<file path="src/rtl/pcc_pkg.sv">
// constants, types and functions for the pll core clock control block
// Function
// system clock is a PLL locked at 512 times the crystal frequency
// after power-on the core runs at the PLL clock divided by 8
// core rate is source over two to the divider field, rewritable anytime
// modulator clock ticks at crystal rate, synchronous with core ticks
// software should never program divider zero on low-supply parts
// on direct-crystal variant software writes non-divider bits as zero
// control bit 7 set halts the 32 kHz oscillator in power-down
// control bit 7 clear keeps the oscillator running in power-down
// control bit 6 is a read-only lock flag, writes ignored
// lock flag set while tracking the crystal; output rails without it
// lock flag cleared when not tracking, e.g. no crystal at power-on; code resets it set and clears it at PERIOD_TIMEOUT or on an out-of-window crystal edge
// divider in bits 2..0; 0,1,2 give 16.78, 8.39, 4.19 MHz, halving
// bit 3 runs interrupt service at fastest clock, then resumes divider
// divider changes land on a divided-clock boundary, no runt pulses
// reserved control bits have no behavioural effect
package pcc_pkg;

	// register placement and layout
	localparam logic [7:0] CLOCK_CONTROL_REG_ADDR = 8'hD7;
	localparam logic [7:0] CLOCK_CONTROL_RESET = 8'h53;
	localparam int BIT_OSC_HALT = 7;
	localparam int BIT_LOCK = 6;
	localparam int BIT_RSVD_HI = 5;
	localparam int BIT_RSVD_LO = 4;
	localparam int BIT_FAST_IRQ = 3;
	localparam int BIT_DIV_HI = 2;

	// timing in PLL clock cycles
	localparam int XTAL_MULT = 512;
	localparam logic [8:0] MOD_LAST = 9'h1FF;
	localparam logic [9:0] LOCK_TOL = 10'h008;
	localparam logic [9:0] PERIOD_NOM = 10'h200;
	localparam logic [9:0] PERIOD_TIMEOUT = 10'h3FF;

	// special-function-register access from the core
	typedef struct packed {
		logic [7:0] addr;
		logic wr;
		logic rd;
		logic [7:0] wdata;
	} pcc_sfr_req_t;

	// low bits that must be all ones before a divided tick
	function automatic logic [6:0] pcc_div_mask(input logic [2:0] div);
		pcc_div_mask = 7'(({7'h00, 1'b1} << div) - 8'h01);
	endfunction

endpackage

</file>
<file path="src/rtl/pcc_xtal_sync.sv">
// crystal pin synchroniser with agreement filter and rising-edge pulse
`timescale 1ns/100ps
module pcc_xtal_sync
	import pcc_pkg::*;
(
	// clock and reset
	input wire logic clock,
	input wire logic rst,
	// crystal pin and qualified edge
	input wire logic xtal_in,
	output logic xtal_rise
);

	logic s1_ff;
	logic s2_ff;
	logic s3_ff;
	logic level_ff;
	logic rise_ff;

	always_ff @(posedge clock) begin
		s1_ff <= xtal_in;
		s2_ff <= s1_ff;
		s3_ff <= s2_ff;
	end

	// a new level counts only once the second and third stages agree
	always_ff @(posedge clock) begin
		if (rst) begin
			level_ff <= 1'b0;
			rise_ff <= 1'b0;
		end else begin
			rise_ff <= 1'b0;
			if (s2_ff == s3_ff) begin
				level_ff <= s3_ff;
				rise_ff <= s3_ff & ~level_ff;
			end
		end
	end

	assign xtal_rise = rise_ff;

endmodule

</file>
<file path="src/rtl/pcc_clock_control.sv">
// clock control: divider, modulator tick, lock detect, control register
`timescale 1ns/100ps
module pcc_clock_control
	import pcc_pkg::*;
(
	// clock and reset
	input wire logic clock,
	input wire logic rst,
	// register access
	input wire pcc_sfr_req_t sfr_req,
	output logic [7:0] sfr_rdata_ff,
	// core status
	input wire logic irq_active,
	input wire logic powerdown,
	// crystal pin
	input wire logic xtal_in,
	// clock outputs
	output logic core_tick_ff,
	output logic [2:0] core_div_ff,
	output logic mod_tick_ff,
	output logic osc_run_ff,
	output logic pll_railed_ff
);

	logic halt_ff;
	logic [1:0] rsvd_ff;
	logic fast_irq_response_ff;
	logic [2:0] cd_ff;
	logic lock_ff;
	logic [6:0] core_cnt_ff;
	logic [8:0] mod_cnt_ff;
	logic [9:0] period_ff;
	logic xtal_rise;
	logic reg_hit;
	logic core_wrap;
	logic [2:0] nxt_div;
	logic in_window;

	assign reg_hit = (sfr_req.addr == CLOCK_CONTROL_REG_ADDR);
	assign core_wrap = (core_cnt_ff == pcc_div_mask(core_div_ff));
	assign nxt_div = (fast_irq_response_ff && irq_active) ? 3'h0 : cd_ff;
	assign in_window = (period_ff >= PERIOD_NOM - LOCK_TOL) &&
		(period_ff <= PERIOD_NOM + LOCK_TOL);

	pcc_xtal_sync u_sync (
		.clock(clock),
		.rst(rst),
		.xtal_in(xtal_in),
		.xtal_rise(xtal_rise)
	);

	////////////////////////////////////////////////////////////////////////
	// control register writes; lock bit is not writable
	always_ff @(posedge clock) begin
		if (rst) begin
			halt_ff <= CLOCK_CONTROL_RESET[BIT_OSC_HALT];
			rsvd_ff <= CLOCK_CONTROL_RESET[BIT_RSVD_HI:BIT_RSVD_LO];
			fast_irq_response_ff <= CLOCK_CONTROL_RESET[BIT_FAST_IRQ];
			cd_ff <= CLOCK_CONTROL_RESET[BIT_DIV_HI:0];
		end else if (sfr_req.wr && reg_hit) begin
			halt_ff <= sfr_req.wdata[BIT_OSC_HALT];
			// stored for readback only, steer nothing
			rsvd_ff <= sfr_req.wdata[BIT_RSVD_HI:BIT_RSVD_LO];
			fast_irq_response_ff <= sfr_req.wdata[BIT_FAST_IRQ];
			// zero is accepted; keeping off it is software's job
			cd_ff <= sfr_req.wdata[BIT_DIV_HI:0];
		end
	end

	// registered readback, unmapped addresses read zero
	always_ff @(posedge clock) begin
		if (rst) begin
			sfr_rdata_ff <= 8'h00;
		end else if (sfr_req.rd && reg_hit) begin
			sfr_rdata_ff <= {halt_ff, lock_ff, rsvd_ff, fast_irq_response_ff, cd_ff};
		end else if (sfr_req.rd) begin
			sfr_rdata_ff <= 8'h00;
		end
	end

	////////////////////////////////////////////////////////////////////////
	// core divider; new setting only taken when a period ends
	always_ff @(posedge clock) begin
		if (rst) begin
			core_cnt_ff <= 7'h00;
			core_div_ff <= CLOCK_CONTROL_RESET[BIT_DIV_HI:0];
			core_tick_ff <= 1'b0;
		end else if (core_wrap) begin
			core_cnt_ff <= 7'h00;
			core_div_ff <= nxt_div;
			core_tick_ff <= 1'b1;
		end else begin
			core_cnt_ff <= core_cnt_ff + 7'h01;
			core_tick_ff <= 1'b0;
		end
	end

	// modulator tick every 512 PLL cycles; a whole multiple of every core period
	always_ff @(posedge clock) begin
		if (rst) begin
			mod_cnt_ff <= 9'h000;
			mod_tick_ff <= 1'b0;
		end else begin
			mod_cnt_ff <= mod_cnt_ff + 9'h001;
			mod_tick_ff <= (mod_cnt_ff == MOD_LAST);
		end
	end

	////////////////////////////////////////////////////////////////////////
	// oscillator gating in power-down
	always_ff @(posedge clock) begin
		if (rst) begin
			osc_run_ff <= 1'b1;
		end else begin
			osc_run_ff <= ~(powerdown && halt_ff);
		end
	end

	// lock: crystal period in PLL cycles must sit near 512
	always_ff @(posedge clock) begin
		if (rst) begin
			period_ff <= 10'h000;
			lock_ff <= CLOCK_CONTROL_RESET[BIT_LOCK];
			pll_railed_ff <= 1'b0;
		end else if (xtal_rise) begin
			period_ff <= 10'h000;
			lock_ff <= in_window;
			pll_railed_ff <= 1'b0;
		end else if (period_ff == PERIOD_TIMEOUT) begin
			// crystal gone: loop rails, flag drops
			lock_ff <= 1'b0;
			pll_railed_ff <= 1'b1;
		end else begin
			period_ff <= period_ff + 10'h001;
		end
	end

	////////////////////////////////////////////////////////////////////////
	// helper state for the checks below
	logic [6:0] chk_cgap_ff;
	logic [2:0] chk_last_div_ff;
	logic chk_cseen_ff;
	logic [8:0] chk_mgap_ff;
	logic chk_mseen_ff;

	always_ff @(posedge clock) begin
		if (rst) begin
			chk_cgap_ff <= 7'h00;
			chk_last_div_ff <= 3'h0;
			chk_cseen_ff <= 1'b0;
			chk_mgap_ff <= 9'h000;
			chk_mseen_ff <= 1'b0;
		end else begin
			chk_cgap_ff <= core_tick_ff ? 7'h00 : chk_cgap_ff + 7'h01;
			if (core_tick_ff) begin
				chk_last_div_ff <= core_div_ff;
				chk_cseen_ff <= 1'b1;
			end
			chk_mgap_ff <= mod_tick_ff ? 9'h000 : chk_mgap_ff + 9'h001;
			if (mod_tick_ff) begin
				chk_mseen_ff <= 1'b1;
			end
		end
	end

	property p_reset_div;
		@(posedge clock) $fell(rst) |->
			core_div_ff == CLOCK_CONTROL_RESET[BIT_DIV_HI:0] &&
			cd_ff == CLOCK_CONTROL_RESET[BIT_DIV_HI:0];
	endproperty
	a_reset_div: assert property (p_reset_div)
		else $error("divider not at divide-by-8 after reset");

	property p_core_period;
		@(posedge clock) disable iff (rst)
		core_tick_ff && chk_cseen_ff |->
			chk_cgap_ff == pcc_div_mask(chk_last_div_ff);
	endproperty
	a_core_period: assert property (p_core_period)
		else $error("core period does not match the divider in force");

	property p_mod_period;
		@(posedge clock) disable iff (rst)
		mod_tick_ff && chk_mseen_ff |-> chk_mgap_ff == MOD_LAST;
	endproperty
	a_mod_period: assert property (p_mod_period)
		else $error("modulator tick spacing is not 512 cycles");

	property p_fast_irq;
		@(posedge clock) disable iff (rst)
		core_tick_ff && $past(fast_irq_response_ff) && $past(irq_active) |->
			core_div_ff == 3'h0;
	endproperty
	a_fast_irq: assert property (p_fast_irq)
		else $error("interrupt service not at fastest clock");

	property p_div_write;
		@(posedge clock) disable iff (rst)
		sfr_req.wr && reg_hit |=> cd_ff == $past(sfr_req.wdata[BIT_DIV_HI:0]);
	endproperty
	a_div_write: assert property (p_div_write)
		else $error("divider field did not take the written value");

	property p_osc_halt;
		@(posedge clock) disable iff (rst)
		powerdown && halt_ff |=> !osc_run_ff;
	endproperty
	a_osc_halt: assert property (p_osc_halt)
		else $error("oscillator kept running with halt set");

	property p_osc_keep;
		@(posedge clock) disable iff (rst)
		!halt_ff |=> osc_run_ff;
	endproperty
	a_osc_keep: assert property (p_osc_keep)
		else $error("oscillator stopped with halt clear");

	property p_lock_ro;
		@(posedge clock) disable iff (rst)
		sfr_req.wr && reg_hit && !xtal_rise && period_ff != PERIOD_TIMEOUT
			|=> $stable(lock_ff);
	endproperty
	a_lock_ro: assert property (p_lock_ro)
		else $error("write changed the lock flag");

	property p_lock_loss;
		@(posedge clock) disable iff (rst)
		period_ff == PERIOD_TIMEOUT && !xtal_rise |=> !lock_ff && pll_railed_ff;
	endproperty
	a_lock_loss: assert property (p_lock_loss)
		else $error("lock held with no crystal edges");

	property p_lock_set;
		@(posedge clock) disable iff (rst)
		xtal_rise && in_window |=> lock_ff;
	endproperty
	a_lock_set: assert property (p_lock_set)
		else $error("lock not set on an in-range crystal period");

endmodule

</file>
<file path="config.mk">
export PLATFORM = sky130hd
export DESIGN_NAME = pcc_clock_control
export DESIGN_NICKNAME = d
export VERILOG_FILES = /design/src/rtl/pcc_pkg.sv /design/src/rtl/pcc_xtal_sync.sv /design/src/rtl/pcc_clock_control.sv
export SDC_FILE = /design/constraint.sdc
export NUM_CORES = 1
export LEC_CHECK = 0
export BUFFER_PORTS_ARGS = -buffer_cell sky130_fd_sc_hd__buf_2
export CORE_MARGIN = 2
export CORE_UTILIZATION = 40
export CTS_BUF_LIST = sky130_fd_sc_hd__clkbuf_2
export CTS_CLUSTER_SIZE = 12
export DETAILED_ROUTE_END_ITERATION = 6
export GPL_TIMING_DRIVEN = 0
export PLACE_DENSITY = 0.7
export SETUP_SLACK_MARGIN = 0.1
export SYNTH_ARGS = -nofsm -noshare
export SYNTH_HDL_FRONTEND = slang
export SYNTH_SLANG_ARGS = --single-unit
</file>
<file path="constraint.sdc">
create_clock -name clock -period 1.5 [get_ports clock]
set_input_delay 0.075 -clock clock [delete_from_list [all_inputs] [get_ports clock]]
set_output_delay 0.075 -clock clock [all_outputs]
set_load 0.1 [all_outputs]
</file>
Word level (Yosys, flattened, before mapping) --
Index checks and enable logic that the tools add are counted.
Word-level totals: output and inout bits 15, register bits 54, word-level logic and storage cells 51, bits of input ports 23
Cells by class: bitwise gates (word level) 4, add/subtract/negate cells 4, magnitude comparators 2, mux-type cells 6, reduce and logical (&&, ||, !) cells 10, shift-type cells 1, equality and inequality tests 5
Operators with widths (count):
- two-way mux 8 bit | 2
- adder 10 x 1 -> 10 bit (second input constant) | 1
- equality test 10 bit (second input constant) | 1
- greater-or-equal comparator 10 x 9 -> 1 bit (second input constant) | 1
- <= comparator 10 bit (second input constant) | 1
- adder 9 x 1 -> 9 bit (second input constant) | 1
- equality test 9 bit (second input constant) | 1
- equality test 8 bit (second input constant) | 1
- adder 7 x 1 -> 7 bit (second input constant) | 1
- equality test 7 bit | 1
- left shift 1 x 3 -> 7 bit (first input constant) | 1
- subtractor 7 x 1 -> 7 bit (second input constant) | 1
- OR reduction 2 bit | 3
- logical AND 1 bit | 5
- nonzero test 2 bit | 2
- two-way mux 1 bit | 3
- two-way mux 3 bit | 1
- NOT 1 bit | 3
- bitwise AND 1 bit | 1
- equality test 1 bit | 1

Logic depth before layout (Yosys ltp) --
Gate-level depths: netlist of run 1.
word-level depth 4, gate-level depth with buffers 6, mapped depth without buffers 6

By module --
Synthesis of run 1 repeated with hierarchy kept, for this count alone.
Second synthesis, totals: cells, all modules 235, area, all modules 2215.9 um2
By module, submodules not included:
- pcc_clock_control | seq. area each 980.9 um2, instances 1, cells each 226, area an instance 2089.5 um2
- pcc_xtal_sync | seq. area each 100.1 um2, instances 1, cells each 9, area an instance 126.4 um2

Worst setup path after synthesis of run 1 --
OpenSTA, ideal clock, no wires.
path type reg-to-reg, start register core_div_ff[1], end register core_div_ff[0], buffers on the path 1, path slack -782 ps, arrival 2211 ps, clock period less this slack 2282 ps, setup time 72 ps, stages on the path, launching flop included 7, required time 1428 ps, path through dfxtp_1 -> buf_2 -> a21boi_0 -> o311ai_1 -> o21ai_2 -> a21oi_4 -> a2bb2oi_1
On the way: longest elaborated chain between the ends 3
Ends and longest elaborated chain:
- from (decl) | RTL line pcc_clock_control.sv:19 | output logic [2:0] core_div_ff,
- from (signal assigned) | RTL line pcc_clock_control.sv:86 | core_div_ff <= CLOCK_CONTROL_RESET[BIT_DIV_HI:0];
- from (signal assigned) | RTL line pcc_clock_control.sv:90 | core_div_ff <= nxt_div;
- left shift 1 x 3 -> 7 bit | RTL line pcc_pkg.sv:47 | pcc_div_mask = 7'(({7'h00, 1'b1} << div) - 8'h01);
- subtractor 7 x 1 -> 7 bit | RTL line pcc_pkg.sv:47
- equality test 7 bit | RTL line pcc_clock_control.sv:40 | assign core_wrap = (core_cnt_ff == pcc_div_mask(core_div_ff));
No other way between the ends. A chain may end at the register's enable or synchronous reset.

Worst setup path in the final report of run 1 --
start register core_cnt_ff[4], end register core_tick_ff
On the way: longest elaborated chain between the ends 2
Ends and longest elaborated chain:
- from (decl) | RTL line pcc_clock_control.sv:30 | logic [6:0] core_cnt_ff;
- from (signal assigned) | RTL line pcc_clock_control.sv:93 | core_cnt_ff <= core_cnt_ff + 7'h01;
- equality test 7 bit | RTL line pcc_clock_control.sv:40
- two-way mux 1 bit | RTL line pcc_clock_control.sv:88 | end else if (core_wrap) begin
- to (signal assigned) | RTL line pcc_clock_control.sv:87 | core_tick_ff <= 1'b0;
- to (signal assigned) | RTL line pcc_clock_control.sv:91 | core_tick_ff <= 1'b1;
- to (signal assigned) | RTL line pcc_clock_control.sv:94 | core_tick_ff <= 1'b0;
- to (decl) | RTL line pcc_clock_control.sv:18 | output logic core_tick_ff,
No other way between the ends.

==> results of run 1 <==
cells in the mapped netlist (2+ instances only):
cell type / count
a211o_1: 4
a21oi_1: 16
a2bb2oi_1: 2
a31oi_1: 3
and2_1: 2
and3_1: 6
and4_1: 2
buf_2: 2
clkbuf_1: 6
dfxtp_1: 54
ha_1: 5
inv_1: 3
mux2i_1: 5
nand2_1: 11
nand3_1: 15
nand4b_1: 3
nor2_1: 31
nor2b_1: 11
nor3_1: 8
nor3b_1: 2
o21ai_0: 5
or2_2: 3
or3_1: 3
xnor2_1: 6
xor2_1: 9
worst register-to-register path, stage by stage, from the launching register on:
cell	delay (ns)
dfxtp_4	0.41
or4b_4	0.54
o311ai_4	0.09
o21ai_4	0.14
a211oi_4	0.29
buf_4	0.16
layer usage:
metal  track usage [%]  up-vias  part of all wire (%)
li1                  -      996                     -
met1              20.5      920                    44
met2              30.0       28                    51
met3              4.32        6                   3.8
met4              4.74        0                   1.1
met5                 0        -                     0
final cells by class:
cell class,instances,area [µm²]
plain buffers,9,57.6
flip-flops and latches,54,1110
inverters,3,11.3
fillers,441,2240
well taps,72,90.1
multi-input cells,173,1310
clock buffers,5,25.0
repair buffers,70,546
clock inverters,3,47.5
logic make-up after synthesis:
kind of cell | Yosys count | synth area share [%]
fa+ha+maj | 5 | 2.80
flops | 54 | 48.4
buf+inv | 12 | 2.13
xor+xnor | 15 | 5.88
compound gates | 42 | 13.1
simple gates | 106 | 25.4
mux | 5 | 2.24
power by group through the flow:
| stage | registers (µW) | clock network [µW] | logic (µW) |
|---|---|---|---|
| finish | 1490 | 766 | 194 |
| detailed placement | 1520 | 0 | 122 |
| global route | 1500 | 839 | 214 |
| floorplan | 1520 | 0 | 72.7 |
| CTS | 1490 | 785 | 173 |
| global placement | 1520 | 0 | 119 |
state kept, by name (all words and copies together) (netlist names), 2 cells and up:
register and count:
core_cnt_ff 7, rsvd_ff 2, mod_cnt_ff 9, core_div_ff 3
cd_ff 3, period_ff 10, sfr_rdata_ff 8
path summary, 6_finish.rpt:
path,endpoint,slack [ns],cells after the start
worst max-delay path,core_tick_ff,-0.16,5
worst max register to register,core_tick_ff,-0.16,5
worst min register to register,u_sync.s2_ff,0.35,0
worst min-delay path,cd_ff[0],0.19,3
cell usage in the layout, fill, tap and decap left out, types with 5 or more instances in the layout:
master / count
dfxtp_1: 44
nor2_1: 30
buf_2: 27
dlygate4sd3_1: 16
nand3_1: 13
a21oi_1: 13
buf_4: 12
nand2_1: 11
nor2b_1: 11
xor2_1: 9
clkbuf_4: 8
buf_6: 7
dfxtp_4: 7
clkbuf_2: 6
and3_1: 5
clkbuf_1: 5
nor3_2: 5
xnor2_1: 5
mux2i_1: 5
stage by stage:
stage | instance area [µm²] | setup slack (ns) | util (%) | std cells | power, µW
floorplan | 2280 | -0.183 | - | 239 | 1590
global placement | 2550 | -0.176 | 47.0 | 347 | 1640
detailed placement | 2550 | -0.202 | 47.0 | 347 | 1650
CTS | 3020 | -0.143 | 55.6 | 385 | 2450
global route | 3200 | -0.222 | 58.8 | 389 | 2550
finish | 3200 | -0.164 | 58.8 | 389 | 2450
what timing repair did:
action / CTS / global route
gates resized for setup: 30 / 35
buffers inserted: 14 / 4
hold endpoints to repair: 14 / 0
endpoints found under the setup margin: 16 / 32
hold buffers: 16 / 0
pin swaps: 9 / 14
==> results by group, run 1 <==
Outcome
  – Outcome: complete, but fails checks
  – Failing checks: setup timing

Global routing
  – Largest net degree at the start of global routing: 19
  – Gr usage total: 17.0%
  – Initial antenna violation count: 0
  – Number of global-route vias before repair: 1,941
  – First-pass GRT wire length: 8560 µm
  – Overflow after GRT: 0

Route
  – Via count: 1,950
  – WL/cell: 12.9 µm
  – Final ANT Viol Nets: 0
  – Drt total wl: 5030 µm
  – Drt via density: 5.01
  – 1st-pass router iterations: 4
  – Initial drt markers: 82
  – DRC viols: 0

STA
  – Setup violators final: 11
  – Slew Viols, Final: 0
  – Hold Slack: 0.191 ns
  – Final TNS setup: -1.40 ns
  – Max Clock Freq: 0.601 GHz
  – Final worst slack: -0.164 ns
  – Slew margin rel.: 66.3%
  – Min cycle time layout: 1.66 ns
  – RSZ-0062 raised after global routing: true
  – Worst-margin pin slew: 0.506 ns
  – Worst Clk Skew: 0.0150 ns
  – Final period util: 111%
  – Final hold vios: 0

Hold path
  – Hold Crit Start: sfr_req[9]
  – Hold Crit Class: in2reg

Synthesis
  – Post-synthesis cell count: 239
  – Area share of the largest cell type after synthesis: 48.4%
  – Yosys warns: 0
  – Sequential area share after synthesis: 48.4%
  – Post-synthesis register bit count: 54
  – Mapped Nets: 267
  – Synth Cell Area: 0.00223 mm²
  – Post-synth ARST share: 0%
  – Largest cells by area after synthesis: dfxtp_1 48%, nor2_1 5.2%, a21oi_1 3.6%
  – Leading area contributor after synthesis: dfxtp_1
  – Post-synth EDFFs: 0
  – Post-synth cell types: 47
  – Main synth FF type: dfxtp_1
  – Mean area per synthesized cell: 9.34 µm²

Clocking
  – Clock Latency Late Sink: 0.44 ns
  – H-tree depth: 2
  – CTS buffer count: 5
  – CTS root buf: clkbuf_2
  – Sink Count: 54
  – Clock Pin Slew Worst Setup and Hold Paths: 0.28 ns
  – CTS tree: built
  – Clk buf depth: 2

Power and ir drop
  – Internal power: 1860 µW
  – Pwr Density: 767 mW/mm²
  – Net Sw Frac: 24.3%
  – Clock network fraction of design power: 31.2%
  – Maximum vdd ir drop: 0.000464 V
  – Reg power frac: 60.9%
  – Comb power frac: 7.9%
  – Net Sw Power: 597 µW
  – Leak: 0.00129 µW

Setup path
  – CP Class: reg2reg
  – Worst path bufs/invs: 1
  – Worst setup SP type: flip-flop
  – CP top delay family: simple AND/OR/NAND/NOR gates
  – Arrival time worst endpoint: 2.07 ns
  – Launch point of the worst path: core_cnt_ff[4]
  – Worst path required time: 1.91 ns
  – Crit path capture type: flip-flop
  – Max stage delay on crit path: 0.54 ns
  – Worst r2r src: core_cnt_ff[4]
  – Slowest CP cell: or4b_4
  – Cells along the critical path: or4b_4, o311ai_4, o21ai_4, a211oi_4, buf_4
  – Crit-path max FO: 4

Floorplanning
  – Core area: 0.00544 mm²
  – Die area: 0.00620 mm²
  – Initial core utilization: 41.1%
  – Die Wd: 78.7 µm
  – Num rows: 27
  – Die Y: 78.7 µm
  – I/O Pins: 38

Final layout
  – Area grow syn2layout: 43.1%
  – Inserted Diodes: 0
  – Share of cells above drive strength 1: 34.7%
  – Final nets: 344

Placement
  – Final GP Congestion: 0.763
  – HPWL after DPL: 3050 µm
  – Port Buffers: 36

Run
  – Max cap viols: 0
Note: power is estimated with default switching activity, not from simulation.
==> inputs of run 2 (changes only) <==
--- a/config.mk
+++ b/config.mk
@@ -5,14 +5,14 @@
 export SDC_FILE = /design/constraint.sdc
 export NUM_CORES = 1
 export LEC_CHECK = 0
-export BUFFER_PORTS_ARGS = -buffer_cell sky130_fd_sc_hd__buf_2
 export CORE_MARGIN = 2
 export CORE_UTILIZATION = 40
 export CTS_BUF_LIST = sky130_fd_sc_hd__clkbuf_2
 export CTS_CLUSTER_SIZE = 12
 export DETAILED_ROUTE_END_ITERATION = 6
+export DONT_BUFFER_PORTS = 1
 export GPL_TIMING_DRIVEN = 0
-export PLACE_DENSITY = 0.7
+export PLACE_DENSITY = 0.64
 export SETUP_SLACK_MARGIN = 0.1
 export SYNTH_ARGS = -nofsm -noshare
 export SYNTH_HDL_FRONTEND = slang
==> results by group, run 2 (synthesis results as in run 1) <==
Floorplanning
  – Die Wd: 78.7 µm
  – Die area: 0.00620 mm²
  – I/O Pins: 38
  – Initial core utilization: 41.1%
  – Num rows: 27
  – Die Y: 78.7 µm
  – Core area: 0.00544 mm²

STA
  – Min cycle time layout: 1.81 ns
  – Final worst slack: -0.313 ns
  – Hold Slack: -0.306 ns
  – RSZ-0062 raised after global routing: true
  – Setup violators final: 11
  – Slew Viols, Final: 0
  – Worst Clk Skew: 0.00929 ns
  – Slew margin rel.: 64.2%
  – Final TNS setup: -2.99 ns
  – Final period util: 121%
  – Worst-margin pin slew: 0.536 ns
  – Final hold vios: 5
  – Max Clock Freq: 0.552 GHz

Clocking
  – CTS tree: built
  – CTS root buf: clkbuf_2
  – Clk buf depth: 2
  – H-tree depth: 2
  – Sink Count: 54
  – Clock Latency Late Sink: 0.42 ns
  – Hold_buf cts: 13
  – CTS buffer count: 5
  – Clock Pin Slew Worst Setup and Hold Paths: 0.24 ns

Setup path
  – Worst Setup EP: core_div_ff[2]
  – Arrival time worst endpoint: 2.19 ns
  – Slowest CP cell: dfxtp_4
  – CP Class: reg2reg
  – Worst setup SP type: flip-flop
  – Reg-to-reg setup timing slack: -0.31 ns
  – Crit path capture type: flip-flop
  – Crit-path max FO: 4
  – Worst r2r src: core_div_ff[2]
  – Launch point of the worst path: core_div_ff[2]
  – R2r endpoint: core_div_ff[2]
  – Reg2reg path depth: 5
  – Worst path required time: 1.87 ns
  – Max stage delay on crit path: 0.60 ns
  – Cells along the critical path: or4b_4, o311ai_4, o21ai_4, a211oi_4, o2bb2ai_1

Hold path
  – Worst hold path cell count: 1
  – Hold Crit Class: in2reg
  – Hold Crit Start: rst

Global routing
  – Overflow after GRT: 0
  – Number of global-route vias before repair: 1,725
  – First-pass GRT wire length: 7850 µm
  – Gr usage total: 16.0%
  – Initial antenna violation count: 0
  – Largest net degree at the start of global routing: 17

Route
  – Final ANT Viol Nets: 0
  – Drt via density: 5.25
  – Via count: 1,806
  – WL/cell: 14.0 µm
  – Drt total wl: 4800 µm
  – Initial drt markers: 105
  – 1st-pass router iterations: 4
  – DRC viols: 0

Outcome
  – Failing checks: hold timing, setup timing
  – Outcome: complete, but fails checks

Final layout
  – Most frequent cells in the layout: 32 x dfxtp_1, 30 x nor2_1, 17 x dfxtp_2
  – Max FFs per register: 10
  – Most common cell after layout, fill and taps aside: dfxtp_1
  – Final nets: 299
  – Inserted Diodes: 0
  – Top Registers: period_ff x10, mod_cnt_ff x9, sfr_rdata_ff x8
  – Biggest register: period_ff
  – Share of cells above drive strength 1: 26.5%
  – Area grow syn2layout: 26.9%

Placement
  – HPWL after DPL: 3000 µm
  – Port Buffers: 0
  – Final GP Congestion: 0.762

Run
  – Max cap viols: 0

Power and ir drop
  – Pwr Density: 836 mW/mm²
  – Leak: 0.00107 µW
  – Maximum vdd ir drop: 0.000662 V
-- run 2: repair_timing --
item,4_1_cts,5_1_grt
pin swaps,4,11
endpoints found under the setup margin,35,18
buffers inserted,8,3
gates resized for setup,31,18
gates cloned,1,0
hold endpoints to repair,22,5
-- run 2: worst min-delay path by stage --
stage,endpoint
final,core_tick_ff
after global routing,core_tick_ff
after CTS,core_tick_ff
after detailed placement,u_sync.s1_ff
after global placement,u_sync.s1_ff
after floorplan,u_sync.s1_ff
-- run 2: power breakdown --
group          internal [µW]  total, µW  switching, µW  leakage (µW)
sequential              1460       1500           36.6      0.000448
combinational           73.3        144           71.2      0.000573
clock                    291        727            437     0.0000435
total                   1830       2370            544       0.00107
-- run 2: layout make-up --
cell class                      count  area (µm²)
Fill cell                         503        2600
Multi-Input combinational cell    174        1270
Sequential cell                    54        1120
Timing Repair Buffer               24         224
Tap cell                           72        90.1
Buffer                              9        56.3
Clock inverter                      2        36.3
Clock buffer                        6        30.0
Inverter                            3        11.3
-- run 2: layer usage --
layer / global-route usage [%] / share of wire [%] / vias to the layer above
met5: 0 / 0 / -
li1: - / - / 909
met1: 19.8 / 45 / 864
met4: 6.14 / 1.3 / 0
met2: 26.2 / 49 / 26
met3: 4.77 / 4.7 / 7
-- run 2: critical path, delay by kind of cell (launching register included) --
kind	cells	cell delay (ns)
AOI/OAI and AO/OA	4	0.64
DFF	1	0.60
and+or+nand+nor	1	0.52
-- run 2: metrics by stage --
stage	util, %	power, µW	setup slack, ns	cells	cell area, µm²
6_report	52.1	2370	-0.313	344	2840
5_1_grt	52.1	2490	-0.388	344	2840
4_1_cts	50.1	2390	-0.314	341	2730
3_5_place_dp	43.7	1620	-0.301	311	2370
3_3_place_gp	43.7	1610	-0.317	311	2370
2_1_floorplan	-	1590	-0.183	239	2280
==> inputs of run 3 (changes only) <==
==> constraint.sdc (replaced) <==
create_clock -name clock -period 1.5 [get_ports clock]
set_input_delay 0.075 -clock clock [delete_from_list [all_inputs] [get_ports clock]]
set_output_delay 0.075 -clock clock [all_outputs]
set_load 0.02 [all_outputs]
==> results by group, run 3 (synthesis results as in run 1) <==
Final layout
  – Final nets: 305
  – Final core utilization: 52.2%
  – Share of cells above drive strength 1: 21.7%
  – Max FFs per register: 10
  – Most frequent cells in the layout: 43 x dfxtp_1, 31 x nor2_1, 15 x a21oi_1, 15 x dlygate4sd3_1, 14 x nand3_1
  – Inserted Diodes: 0
  – Fill count: 469
  – Area grow syn2layout: 27.0%
  – Finished Cell Area: 0.00284 mm²
  – Most common cell after layout, fill and taps aside: dfxtp_1
  – Biggest register: period_ff
  – Top Registers: period_ff x10, mod_cnt_ff x9, sfr_rdata_ff x8

Clocking
  – Clock Pin Slew Worst Setup and Hold Paths: 0.23 ns
  – Clock Latency Late Sink: 0.42 ns
  – H-tree depth: 2
  – CTS root buf: clkbuf_2
  – CTS tree: built
  – CTS buffer count: 5
  – Sink Count: 54
  – Clk buf depth: 2

STA
  – Final worst slack: -0.193 ns
  – Min cycle time layout: 1.69 ns
  – Setup violators final: 11
  – Worst-margin pin slew: 0.487 ns
  – Max Clock Freq: 0.591 GHz
  – Worst Clk Skew: 0.0140 ns
  – Slew Viols, Final: 0
  – Hold Slack: 0.0473 ns
  – RSZ-0062 raised after global routing: true
  – Final period util: 113%
  – Final TNS setup: -2.07 ns
  – Slew margin rel.: 67.6%
  – Final hold vios: 0

Placement
  – Final GP Congestion: 0.729
  – HPWL after DPL: 2850 µm
  – Port Buffers: 0
  – Placed Area: 0.00236 mm²

Setup path
  – Max stage delay on crit path: 0.55 ns
  – CP top delay family: simple AND/OR/NAND/NOR gates
  – Worst path required time: 1.81 ns
  – Worst Setup EP: core_cnt_ff[4]
  – Reg-to-reg setup timing slack: -0.19 ns
  – Arrival time worst endpoint: 2.01 ns
  – CP Class: reg2reg
  – Crit path capture type: flip-flop
  – Reg2reg path depth: 6
  – Crit-path max FO: 7
  – Launch point of the worst path: core_div_ff[0]
  – Cells along the critical path: or4b_4, o311ai_4, o21ai_4, a21oi_4, buf_6, nor3_1
  – Worst path bufs/invs: 1
  – WP depth: 6
  – Slowest CP cell: or4b_4
  – R2r endpoint: core_cnt_ff[4]
  – Worst r2r src: core_div_ff[0]
  – Worst setup SP type: flip-flop

Power and ir drop
  – Maximum vdd ir drop: 0.000471 V
  – Leak: 0.00108 µW
  – Pwr Density: 822 mW/mm²

Global routing
  – Initial antenna violation count: 0
  – Number of global-route vias before repair: 1,705
  – Overflow after GRT: 0
  – First-pass GRT wire length: 7910 µm
  – Gr usage total: 15.9%
  – Largest net degree at the start of global routing: 16

Run
  – Max cap viols: 0

Route
  – DRC viols: 0
  – Initial drt markers: 72
  – Drt total wl: 4590 µm
  – WL/cell: 13.2 µm
  – Via count: 1,792
  – Drt via density: 5.13
  – 1st-pass router iterations: 4
  – Met3 WL: 276 µm
  – Final ANT Viol Nets: 0
  – DR top layer: met4
  – Met2 Wirelength: 2130 µm
  – Wire length on met1: 2130 µm

Floorplanning
  – Die Y: 78.7 µm
  – Die area: 0.00620 mm²
  – Num rows: 27
  – Initial core utilization: 41.1%
  – Core area: 0.00544 mm²
  – Die Wd: 78.7 µm
  – I/O Pins: 38

Outcome
  – Outcome: complete, but fails checks
  – Failing checks: setup timing

Hold path
  – Hold Crit Class: in2reg
  – Hold Crit Start: rst
[run 3: cell count changes in the layout (fill, tap and decap cells not counted), sizes merged]
cell         previous run  this run
a21oi                  18        17
inv                     4         3
clkinv                  0         1
buf                    15        19
dlygate4sd3            13        15
[run 3: worst register-to-register path, delay by kind of cell, from the launching register on]
family | cells | cell delay, ns
DFF | 1 | 0.44
AOI/OAI and AO/OA | 3 | 0.40
and+or+nand+nor | 2 | 0.61
buffers and inverters | 1 | 0.15
[run 3: per-stage QoR]
step                      power [µW]  setup slack (ns)  cells
after global routing            2440            -0.278    349
final                           2330            -0.193    349
after floorplan                 1590           -0.0619    239
after CTS                       2350            -0.163    344
after global placement          1610            -0.200    311
after detailed placement        1620            -0.196    311
[run 3: worst min path at each step]
| stage | to | slack [ns] | depth (start not counted) |
|---|---|---|---|
| 6_report | mod_cnt_ff[8] | 0.05 | 2 |
| 5_1_grt | mod_cnt_ff[8] | 0.04 | 2 |
| 4_1_cts | mod_cnt_ff[1] | 0.03 | 2 |
| 3_5_place_dp | u_sync.s1_ff | 0.10 | 0 |
| 2_1_floorplan | u_sync.s1_ff | 0.10 | 0 |
| 3_3_place_gp | u_sync.s1_ff | 0.10 | 0 |
[run 3: timing repair]
action,4_1_cts,5_1_grt
hold buffers,15,0
hold endpoints to repair,22,0
pin swaps,3,9
gates resized for setup,19,21
setup buffers,11,5
setup endpoints to repair,15,19
[run 3: cell type report]
type	instances	area [µm²]	area share, %
Multi-Input combinational cell	173	1230	43.4
Sequential cell	54	1110	39.1
Timing Repair Buffer	31	279	9.84
Tap cell	72	90.1	3.18
Buffer	9	56.3	1.99
Clock inverter	2	33.8	1.19
Clock buffer	5	25.0	0.882
Inverter	3	11.3	0.397
[run 3: metal layers]
| layer | up-vias | GRT usage (%) |
|---|---|---|
| met4 | 0 | 4.74 |
| met2 | 30 | 25.5 |
| li1 | 917 | - |
| met1 | 839 | 20.0 |
| met3 | 6 | 5.68 |
| met5 | - | 0 |
[run 3: power breakdown]
part           internal (µW)  switching [µW]  total [µW]  leakage, µW
Combinational           75.6            70.2         146     0.000604
Sequential              1460            32.4        1490     0.000443
Clock                    268             423         691    0.0000365
Total                   1800             526        2330      0.00108
